===== src/core/amsq_defs.vh =====
// constants for the converter mode and calibration sequencer
`ifndef AMSQ_DEFS_VH
`define AMSQ_DEFS_VH
// ==========================================================
// register addresses on the special-function bus
`define AMSQ_ADDR_MODE 8'hd1
`define AMSQ_ADDR_STATUS 8'hd8
`define AMSQ_ADDR_RANGE 8'hd2
`define AMSQ_ADDR_CHREF 8'he6
`define AMSQ_ADDR_AUXCTL 8'he1
`define AMSQ_ADDR_AUXCFG1 8'he2
`define AMSQ_ADDR_AUXCFG2 8'he3
`define AMSQ_ADDR_FILTER 8'he4
`define AMSQ_ADDR_CHOP 8'he5
// ==========================================================
// reset values
`define AMSQ_RST_MODE 8'h00
`define AMSQ_RST_RANGE 8'h07
`define AMSQ_RST_CHREF 8'h00
`define AMSQ_RST_AUXCTL 8'h00
`define AMSQ_RST_FILTER 8'h45
// ==========================================================
// field positions
`define AMSQ_MODE_LSB 0
`define AMSQ_MODE_MSB 2
`define AMSQ_MODE_EN1_BIT 4
`define AMSQ_MODE_EN0_BIT 5
`define AMSQ_STAT_PRIMARY_RESULT_READY_BIT 7
`define AMSQ_STAT_AUXILIARY_RESULT_READY_BIT 6
`define AMSQ_STAT_AUXILIARY_ERROR_FLAG_BIT 4
`define AMSQ_AUXCH_LSB 4
`define AMSQ_AUXCH_MSB 7
`define AMSQ_AUX_TEMP_CODE 4'h8
// ==========================================================
// mode codes
`define AMSQ_MD_PDOWN 3'h0
`define AMSQ_MD_IDLE 3'h1
`define AMSQ_MD_SINGLE 3'h2
`define AMSQ_MD_CONT 3'h3
`define AMSQ_MD_IZS 3'h4
`define AMSQ_MD_IFS 3'h5
`define AMSQ_MD_SZS 3'h6
`define AMSQ_MD_SFS 3'h7
// ==========================================================
// timing: output periods per calibration, alignment limit
`define AMSQ_CAL_PER_CHOP 3'h2
`define AMSQ_CAL_PER_NOCHOP 3'h4
`define AMSQ_ALIGN_MAX 2'h3
`endif


===== src/core/amsq_period_timer.v =====
// output-period tick generator for one converter
`default_nettype none
module amsq_period_timer #(
   parameter WIDTH = 16
) (
   input wire clk,
   input wire reset,
   input wire restart,
   input wire run,
   input wire [WIDTH-1:0] period,
   output reg tick
);
   // ==========================================================
   // period counter
   reg [WIDTH-1:0] count; // cycles left in present period
   // counts down from period, ticks on reaching one
   always @(posedge clk or posedge reset) begin
      if (reset) begin
         count <= {WIDTH{1'b0}};
         tick <= 1'b0;
      end else if (restart || !run) begin
         count <= period;
         tick <= 1'b0;
      end else if (count <= {{(WIDTH-1){1'b0}}, 1'b1}) begin
         count <= period;
         tick <= 1'b1;
      end else begin
         count <= count - {{(WIDTH-1){1'b0}}, 1'b1};
         tick <= 1'b0;
      end
   end
endmodule
`default_nettype wire


===== src/core/amsq_sequencer.v =====
// converter mode, calibration and reset sequencer
//
// Summary of operation
// [RQ1] continuous mode refreshes results each output period
// [RQ2] internal zero calibration shorts inputs, offset cal
// [RQ3] internal full calibration uses selected reference
// [RQ4] system zero calibration uses selected channel inputs
// [RQ5] system full calibration uses selected channel inputs
// [RQ6] any mode write resets both converters; one that only raises the aux enable resets aux only
// [RQ7] aux config write with primary on resets both
// [RQ8] aux control write resets only auxiliary
// [RQ9] aux aligns to primary, up to three periods
// [RQ10] aux starts at once if primary finished
// [RQ11] power-down keeps mode, restarts on resume
// [RQ12] calibration write clears ready flags
// [RQ13] calibration end updates, mode returns to zero
// [RQ14] aux temperature-sensor calibration sets error flag
// [RQ15] calibration lasts two or four output periods
// [RQ16] software should calibrate at slowest filter rate
// [RQ17] mode field resets to power-down
// [RQ18] idle holds filter and modulator in reset
// [RQ19] single conversion ends in power-down
`default_nettype none
`include "amsq_defs.vh"
module amsq_sequencer #(
   parameter PER_WIDTH = 16,
   parameter CYC_PER_RATE = 8
) (
   input wire clk,
   input wire reset,
   input wire sfr_wr,
   input wire [7:0] sfr_addr,
   input wire [7:0] sfr_wdata,
   input wire sfr_rd,
   output reg [7:0] sfr_rdata,
   input wire chip_powerdown_bit,
   output reg primary_reset,
   output reg auxiliary_reset,
   output reg primary_run,
   output reg auxiliary_run,
   output reg modulator_hold,
   output reg primary_result_load,
   output reg auxiliary_result_load,
   output reg cal_short_inputs,
   output reg cal_use_reference,
   output reg cal_use_channel,
   output reg cal_gain,
   output reg primary_cal_load,
   output reg auxiliary_cal_load
);
   // ==========================================================
   // registers
   reg [7:0] converter_mode_register; // mode, enables
   reg [7:0] primary_range_control; // range, coding
   reg [7:0] primary_channel_reference_control; // ref, channel
   reg [7:0] auxiliary_control_register; // aux channel, ref
   reg [7:0] auxiliary_config_one; // aux config
   reg [7:0] auxiliary_config_two; // aux config
   reg [7:0] filter_rate_word; // output period scale
   reg chop_enable; // chopping on
   reg primary_result_ready; // status flags
   reg auxiliary_result_ready;
   reg auxiliary_error_flag;
   // ==========================================================
   // decoded views
   wire [2:0] converter_mode_field =
      converter_mode_register[`AMSQ_MODE_MSB:`AMSQ_MODE_LSB];
   wire primary_converter_enable =
      converter_mode_register[`AMSQ_MODE_EN0_BIT];
   wire auxiliary_converter_enable =
      converter_mode_register[`AMSQ_MODE_EN1_BIT];
   // top mode bit set means one of the four calibrations
   wire is_cal = converter_mode_field[2];
   wire active = !chip_powerdown_bit &&
      (converter_mode_field != `AMSQ_MD_PDOWN) &&
      (converter_mode_field != `AMSQ_MD_IDLE);
   wire aux_temp = auxiliary_control_register
      [`AMSQ_AUXCH_MSB:`AMSQ_AUXCH_LSB] == `AMSQ_AUX_TEMP_CODE;
   // output period in clocks; the product is cut to the timer width
   localparam integer RATE_SCALE = CYC_PER_RATE; // clocks per rate step
   wire [31:0] period_full = filter_rate_word * RATE_SCALE;
   wire [PER_WIDTH-1:0] period = period_full[PER_WIDTH-1:0];
   // one clock short: the aux reload lands a clock after the primary's
   wire [PER_WIDTH-1:0] period_less = period - {{(PER_WIDTH-1){1'b0}}, 1'b1};
   // ==========================================================
   // write decode
   wire wr_mode = sfr_wr && sfr_addr == `AMSQ_ADDR_MODE;
   wire wr_auxctl = sfr_wr && sfr_addr == `AMSQ_ADDR_AUXCTL;
   wire wr_auxcfg = sfr_wr && (sfr_addr == `AMSQ_ADDR_AUXCFG1 ||
      sfr_addr == `AMSQ_ADDR_AUXCFG2);
   wire en0_rise = wr_mode && !primary_converter_enable &&
      sfr_wdata[`AMSQ_MODE_EN0_BIT];
   wire en1_rise = wr_mode && !auxiliary_converter_enable &&
      sfr_wdata[`AMSQ_MODE_EN1_BIT];
   // a mode write that only raises the aux enable resets aux only
   wire mode_aux_only = en1_rise && !en0_rise &&
      sfr_wdata[2:0] == converter_mode_field &&
      sfr_wdata[`AMSQ_MODE_EN0_BIT] == primary_converter_enable;
   // primary changes always win: both converters restart
   wire both_reset = (wr_mode && !mode_aux_only) || // [RQ6]
      (wr_auxcfg && primary_converter_enable) || en0_rise; // [RQ7]
   wire aux_reset = both_reset || wr_auxctl || mode_aux_only; // [RQ8]
   // ==========================================================
   // power-down resume detect
   reg pd_prev; // last power-down level
   always @(posedge clk or posedge reset) begin
      if (reset)
         pd_prev <= 1'b0;
      else
         pd_prev <= chip_powerdown_bit;
   end
   // leaving power-down restarts whatever the mode selects
   wire resume = pd_prev && !chip_powerdown_bit; // [RQ11]
   // ==========================================================
   // period timers, primary and auxiliary
   wire p_tick;
   wire a_tick;
   reg a_align; // aux waiting for primary cadence
   // primary restarts on any both-converter reset
   amsq_period_timer #(.WIDTH(PER_WIDTH)) u_ptimer (
      .clk(clk),
      .reset(reset),
      .restart(both_reset || resume),
      .run(active && primary_converter_enable),
      .period(period),
      .tick(p_tick)
   );
   // aux timer is held while waiting to fall into step
   amsq_period_timer #(.WIDTH(PER_WIDTH)) u_atimer (
      .clk(clk),
      .reset(reset),
      .restart(aux_reset || resume || (a_align && p_tick)),
      .run(active && auxiliary_converter_enable && !a_align),
      // reload one short on release so both ticks land together
      .period(a_align ? period_less : period),
      .tick(a_tick)
   );
   // ==========================================================
   // calibration period counter
   reg [2:0] cal_cnt; // output periods elapsed
   wire cal_tick = primary_converter_enable ? p_tick : a_tick;
   wire [2:0] cal_need = chop_enable ? `AMSQ_CAL_PER_CHOP :
      `AMSQ_CAL_PER_NOCHOP; // [RQ15]
   // completes on the last needed output period tick
   wire cal_done = is_cal && active && cal_tick &&
      cal_cnt == cal_need - 3'h1;
   // ==========================================================
   // main sequencer
   always @(posedge clk or posedge reset) begin
      if (reset) begin
         converter_mode_register <= `AMSQ_RST_MODE; // [RQ17]
         primary_range_control <= `AMSQ_RST_RANGE;
         primary_channel_reference_control <= `AMSQ_RST_CHREF;
         auxiliary_control_register <= `AMSQ_RST_AUXCTL;
         auxiliary_config_one <= 8'h00;
         auxiliary_config_two <= 8'h00;
         filter_rate_word <= `AMSQ_RST_FILTER;
         chop_enable <= 1'b1;
         primary_result_ready <= 1'b0;
         auxiliary_result_ready <= 1'b0;
         auxiliary_error_flag <= 1'b0;
         cal_cnt <= 3'h0;
         a_align <= 1'b0;
         primary_result_load <= 1'b0;
         auxiliary_result_load <= 1'b0;
         primary_cal_load <= 1'b0;
         auxiliary_cal_load <= 1'b0;
      end else begin
         primary_result_load <= 1'b0;
         auxiliary_result_load <= 1'b0;
         primary_cal_load <= 1'b0;
         auxiliary_cal_load <= 1'b0;
         // conversion results, continuous and single
         if (active && !is_cal) begin
            if (p_tick && primary_converter_enable) begin
               primary_result_load <= 1'b1; // [RQ1]
               primary_result_ready <= 1'b1;
            end
            if (a_tick && auxiliary_converter_enable) begin
               auxiliary_result_load <= 1'b1; // [RQ1]
               auxiliary_result_ready <= 1'b1;
            end
            // single: done on the primary result, or on the aux result when primary is off
            if (converter_mode_field == `AMSQ_MD_SINGLE &&
                  (primary_converter_enable ? p_tick : a_tick))
               converter_mode_register[2:0] <= `AMSQ_MD_PDOWN; // [RQ19]
         end
         // calibration period count and completion
         // count output periods while calibrating
         if (is_cal && active && cal_tick)
            cal_cnt <= cal_cnt + 3'h1;
         if (cal_done) begin
            cal_cnt <= 3'h0;
            converter_mode_register[2:0] <= `AMSQ_MD_PDOWN; // [RQ13]
            if (primary_converter_enable) begin
               primary_cal_load <= 1'b1;
               primary_result_ready <= 1'b1;
            end
            if (auxiliary_converter_enable) begin
               auxiliary_result_ready <= 1'b1; // [RQ14]
               // temperature input: flag error, keep old coefficients
               if (aux_temp)
                  auxiliary_error_flag <= 1'b1; // [RQ14]
               else
                  auxiliary_cal_load <= 1'b1;
            end
         end
         // alignment: aux released on the next primary output, which
         // keeps its first result well inside three primary periods
         if (a_align && p_tick)
            a_align <= 1'b0; // [RQ9]
         // register writes; resets restart counts
         if (both_reset)
            cal_cnt <= 3'h0;
         if (aux_reset && !both_reset) begin
            // wait only while primary is still converting
            a_align <= active && primary_converter_enable; // [RQ9]
            if (!(active && primary_converter_enable))
               a_align <= 1'b0; // [RQ10]
         end else if (both_reset)
            a_align <= 1'b0;
         // a written mode wins over a completion in the same clock
         if (wr_mode) begin
            converter_mode_register <= sfr_wdata;
            if (sfr_wdata[2]) begin
               primary_result_ready <= 1'b0; // [RQ12]
               auxiliary_result_ready <= 1'b0; // [RQ12]
               auxiliary_error_flag <= 1'b0;
            end
         end
         if (sfr_wr && sfr_addr == `AMSQ_ADDR_RANGE)
            primary_range_control <= sfr_wdata;
         if (sfr_wr && sfr_addr == `AMSQ_ADDR_CHREF)
            primary_channel_reference_control <= sfr_wdata;
         if (wr_auxctl)
            auxiliary_control_register <= sfr_wdata;
         if (sfr_wr && sfr_addr == `AMSQ_ADDR_AUXCFG1)
            auxiliary_config_one <= sfr_wdata;
         if (sfr_wr && sfr_addr == `AMSQ_ADDR_AUXCFG2)
            auxiliary_config_two <= sfr_wdata;
         if (sfr_wr && sfr_addr == `AMSQ_ADDR_FILTER)
            filter_rate_word <= sfr_wdata;
         if (sfr_wr && sfr_addr == `AMSQ_ADDR_CHOP)
            chop_enable <= sfr_wdata[0];
      end
   end
   // ==========================================================
   // converter control outputs
   always @(posedge clk or posedge reset) begin
      if (reset) begin
         primary_reset <= 1'b1;
         auxiliary_reset <= 1'b1;
         primary_run <= 1'b0;
         auxiliary_run <= 1'b0;
         modulator_hold <= 1'b0;
         cal_short_inputs <= 1'b0;
         cal_use_reference <= 1'b0;
         cal_use_channel <= 1'b0;
         cal_gain <= 1'b0;
      end else begin
         // reset pulses last one clock after the causing write
         primary_reset <= both_reset || resume; // [RQ6]
         auxiliary_reset <= aux_reset || resume; // [RQ8]
         primary_run <= active && primary_converter_enable; // [RQ11]
         auxiliary_run <= active && auxiliary_converter_enable &&
            !a_align;
         // idle: clocks run, filter and modulator held
         modulator_hold <= !chip_powerdown_bit &&
            converter_mode_field == `AMSQ_MD_IDLE; // [RQ18]
         cal_short_inputs <= active &&
            converter_mode_field == `AMSQ_MD_IZS; // [RQ2]
         cal_use_reference <= active &&
            converter_mode_field == `AMSQ_MD_IFS; // [RQ3]
         cal_use_channel <= active && (converter_mode_field ==
            `AMSQ_MD_SZS || converter_mode_field ==
            `AMSQ_MD_SFS); // [RQ4] [RQ5]
         cal_gain <= active && is_cal && converter_mode_field[0];
      end
   end
   // ==========================================================
   // register read port
   // unmapped addresses read as zero
   always @(posedge clk or posedge reset) begin
      if (reset)
         sfr_rdata <= 8'h00;
      else if (sfr_rd) begin
         case (sfr_addr)
            `AMSQ_ADDR_MODE: sfr_rdata <= converter_mode_register;
            `AMSQ_ADDR_STATUS: sfr_rdata <= {primary_result_ready,
               auxiliary_result_ready, 1'b0, auxiliary_error_flag,
               4'h0};
            `AMSQ_ADDR_RANGE: sfr_rdata <= primary_range_control;
            `AMSQ_ADDR_CHREF:
               sfr_rdata <= primary_channel_reference_control;
            `AMSQ_ADDR_AUXCTL: sfr_rdata <= auxiliary_control_register;
            `AMSQ_ADDR_AUXCFG1: sfr_rdata <= auxiliary_config_one;
            `AMSQ_ADDR_AUXCFG2: sfr_rdata <= auxiliary_config_two;
            `AMSQ_ADDR_FILTER: sfr_rdata <= filter_rate_word;
            `AMSQ_ADDR_CHOP: sfr_rdata <= {7'h00, chop_enable};
            default: sfr_rdata <= 8'h00;
         endcase
      end
   end
endmodule
`default_nettype wire


===== config.mk =====
export PLATFORM = sky130hd
export DESIGN_NAME = amsq_sequencer
export DESIGN_NICKNAME = d
export VERILOG_FILES = /design/src/core/amsq_period_timer.v /design/src/core/amsq_sequencer.v
export VERILOG_INCLUDE_DIRS = /design/src /design/src/core
export SDC_FILE = /design/constraint.sdc
export NUM_CORES = 1
export LEC_CHECK = 0
export BUFFER_PORTS_ARGS = -buffer_cell sky130_fd_sc_hd__buf_2
export CORE_AREA = 2 2 104 106
export DETAILED_ROUTE_END_ITERATION = 6
export DIE_AREA = 0 0 106 108
export GPL_ROUTABILITY_DRIVEN = 0
export GPL_TIMING_DRIVEN = 0
export PLACE_DENSITY = 0.88
export SYNTH_ARGS = -nofsm -noshare
export SYNTH_HDL_FRONTEND = slang
export SYNTH_SLANG_ARGS = --single-unit

===== constraint.sdc =====
create_clock -name clk -period 5.5 [get_ports clk]
set_input_delay 1.1 -clock clk [delete_from_list [all_inputs] [get_ports clk]]
set_output_delay 1.1 -clock clk [all_outputs]
set_load 0.1 [all_outputs]

==> impl_metrics.toml <==
[setup_path]
crit_path_cell_trace = "buf_2, or3b_1, buf_2, nor4_2, a31oi_1, o2111ai_4, buf_6, mux2i_1"
cpPeakStageDelay_ns = 0.52
critPathTopFamily = "simple AND/OR/NAND/NOR gates"
cp_num_buf_inv = 3
rrSetupSlack_ns = 3.18
worst_ep_required_time_ns = 5.93
worstSetupPathType = "primary input to flop"
path_common_cell = "buf_2"
worst_setup_path_end_kind = "flop"
cp_max_fo = 10
cp_slowest_cell = "nor4_2"
start_kind = "primary input"
cp.arrival_ns = 3.24

[global_routing]
grt_pass1_vias = 4771
grt_pass1_wl_um = 24300
grt_start_max_net_pins = 44
grt.total_usage_pct = 28.0
overflow = 0
antenna_found_initial = 0

[timing]
finalHoldViolCount = 0
fin_crit_sh_pct = 51.0
setup_ws_ns = 2.69
fmax_ghz = 0.356
setup_violations = 0
finalMaxSlewViolations = 0
period_needed_ns = 2.81
slew_headroom_pct = 43.5
fin_skew_ns = 0.00926
setup-tns-final_ns = 0
grt_setup_unrepaired = "no"
worst_pin_slew_ns = 0.843

[synthesis]
synth_edf_count = 0
synth_fp_nets = 560
ys_ff_latch = 120
syn_avg_cell_area_sq_um = 11.3
synth_xor_area_share_pct = 5.95
synth_cell_types = 75
synth_cells = 533
synth_most_common_cell = "dfrtp_1"
synth_top_area_cell = "dfrtp_1"
synth_common_cells = "dfrtp_1, mux2_2, nand2_1"
yosysWarningCount = 0
synthFlopType = "dfrtp_1"
synthSimpleGateAreaFrac_pct = 17.4
yosys.area.top_type_share_pct = 46.0
synth_fa_ha_area_share_pct = 1.24
ys_top_cells_by_area = "dfrtp_1, mux2_2, dfstp_2"
synth_top_family_by_area = "simple AND/OR/NAND/NOR gates"
async_flop_share_pct = 100
syn_area_sq_mm = 0.00604
muxShareOfSynthArea_pct = 13.2
ys_seq_area_share_pct = 49.9
synth-compound-area-share_pct = 9.28

[run]
maxCapViolCount = 0

[min_path]
min_path_type = "flop to flop"

[clocking]
cts_tree = "built"
cts_buffers = 17
clkLatencyLatePin_ns = 0.52
clk_pin_slew_worst_paths_ns = 0.06
cts_root_buf = "clkbuf_8"
cts_sinks = 120
postCtsSetupBuffers = 0
cts_buffer_depth = 2
cts_resized = 0
hold_buffers = 0
htree_num_levels = 4

[die]
num_rows = 37
pin_count = 42
die_area_sq_mm = 0.0114
coreArea_sq_mm = 0.0102
die_x_um = 106
start_util_pct = 59.0
die_h_um = 108

[place]
place_ws_ns = 2.20
dp_hpwl_um = 10200
dp.cells = 706
placed_area_sq_mm = 0.00643
portBuffers = 35

[pwr]
power.leakage_nw = 3.36
power_density_mw_per_mm2 = 426
irDropWorstVdd_v = 0.000284

[drt]
drt_drc_violations_left = 0
routedWlPerCell_um = 20.2
dr.pass1.iters = 5
via_count = 4628
initialDrtViolationCount = 269
totalWireLength_um = 14900
via_per_inst = 6.27
antenna_left = 0

[layout]
drive_gt1_share_pct = 28.4
design_area_sq_mm = 0.00701
fin_util_pct = 68.6
syn2layout_area_growth_pct = 16.1
layout.nets = 616
final_cells = 738
antenna-diode-count = 0

[outcome]
outcome = "complete, no violations"
-- through the flow --
step | power (mW) | hold WS [ns]
CTS | 2.99 | 0.489
floorplan | 1.71 | 0.445
global route | 3.12 | 0.516
detailed placement | 1.87 | 0.479
global placement | 1.82 | 0.465
finish | 2.99 | 0.490
-- routing by layer --
layer | share of wire, % | global-route usage, % | vias up
met2 | 50 | 48.0 | 233
met5 | 0 | 0 | -
li1 | - | - | 2050
met1 | 38 | 32.2 | 2284
met3 | 6.6 | 6.93 | 61
met4 | 5.0 | 16.0 | 0
-- logic make-up after synthesis --
| group | count (synthesis) |
|---|---|
| muxes | 72 |
| and+or+nand+nor | 181 |
| DFF | 120 |
| AOI/OAI and AO/OA | 73 |
| buffers and inverters | 40 |
| adders and majority gates | 6 |
| xor gates and xnor gates | 41 |
-- cell usage in the layout, fill, tap and decap left out, types with 8 or more instances in the layout --
master / Yosys / layout
dfrtp_1: 111 / 111
o21ai_0: 13 / 13
nor4_1: 8 / 8
mux2i_1: 12 / 12
buf_2: 6 / 41
dfstp_2: 9 / 9
xor2_1: 14 / 14
clkbuf_16: 0 / 16
nand2_1: 38 / 38
nand3_1: 12 / 12
a22oi_1: 10 / 10
inv_1: 15 / 14
clkbuf_1: 13 / 15
nor2_1: 36 / 36
nor3_1: 16 / 16
xnor2_1: 27 / 27
nor2b_1: 8 / 8
nand4_1: 8 / 8
mux2_2: 60 / 60
-- state kept, by name, summed over array words and instances (netlist names), 3 cells and up --
register,flops
auxiliary_config_two,8
primary_channel_reference_control,8
filter_rate_word,8
cal_cnt,3
u_atimer.count,16
sfr_rdata,8
converter_mode_register,8
primary_range_control,8
auxiliary_config_one,8
auxiliary_control_register,8
u_ptimer.count,16
-- final cells by class --
class / instances / area, sq um
fill: 697 / 3220
clock buffer: 20 / 435
buffer: 25 / 129
timing repair buffer: 37 / 215
multi-input combinational: 373 / 2840
clock inverter: 12 / 151
inverter: 15 / 58.8
sequential: 120 / 3010
tap: 136 / 170
-- power breakdown --
part           switching (mW)  internal, mW  total, mW
clock network           0.396         0.701       1.10
logic                   0.469         0.358      0.827
registers              0.0877         0.978       1.07
total                   0.953          2.04       2.99
-- worst paths after layout --
check	start	end	cells after the start
min in group asynchronous	reset	u_ptimer.count[1]$_DFF_PP0_	2
max in group asynchronous	reset	primary_range_control[2]$_DFFE_PP1P_	4
worst max-delay path	sfr_addr[2]	u_ptimer.count[3]$_DFF_PP0_	8
worst min register to register	sfr_rdata[2]$_DFFE_PP0P_	sfr_rdata[2]$_DFFE_PP0P_	1
worst max register to register	u_atimer.count[0]$_DFF_PP0_	u_atimer.count[12]$_DFF_PP0_	7
worst min-delay path	sfr_rdata[2]$_DFFE_PP0P_	sfr_rdata[2]$_DFFE_PP0P_	1
Note: power is estimated with default switching activity, not from simulation.
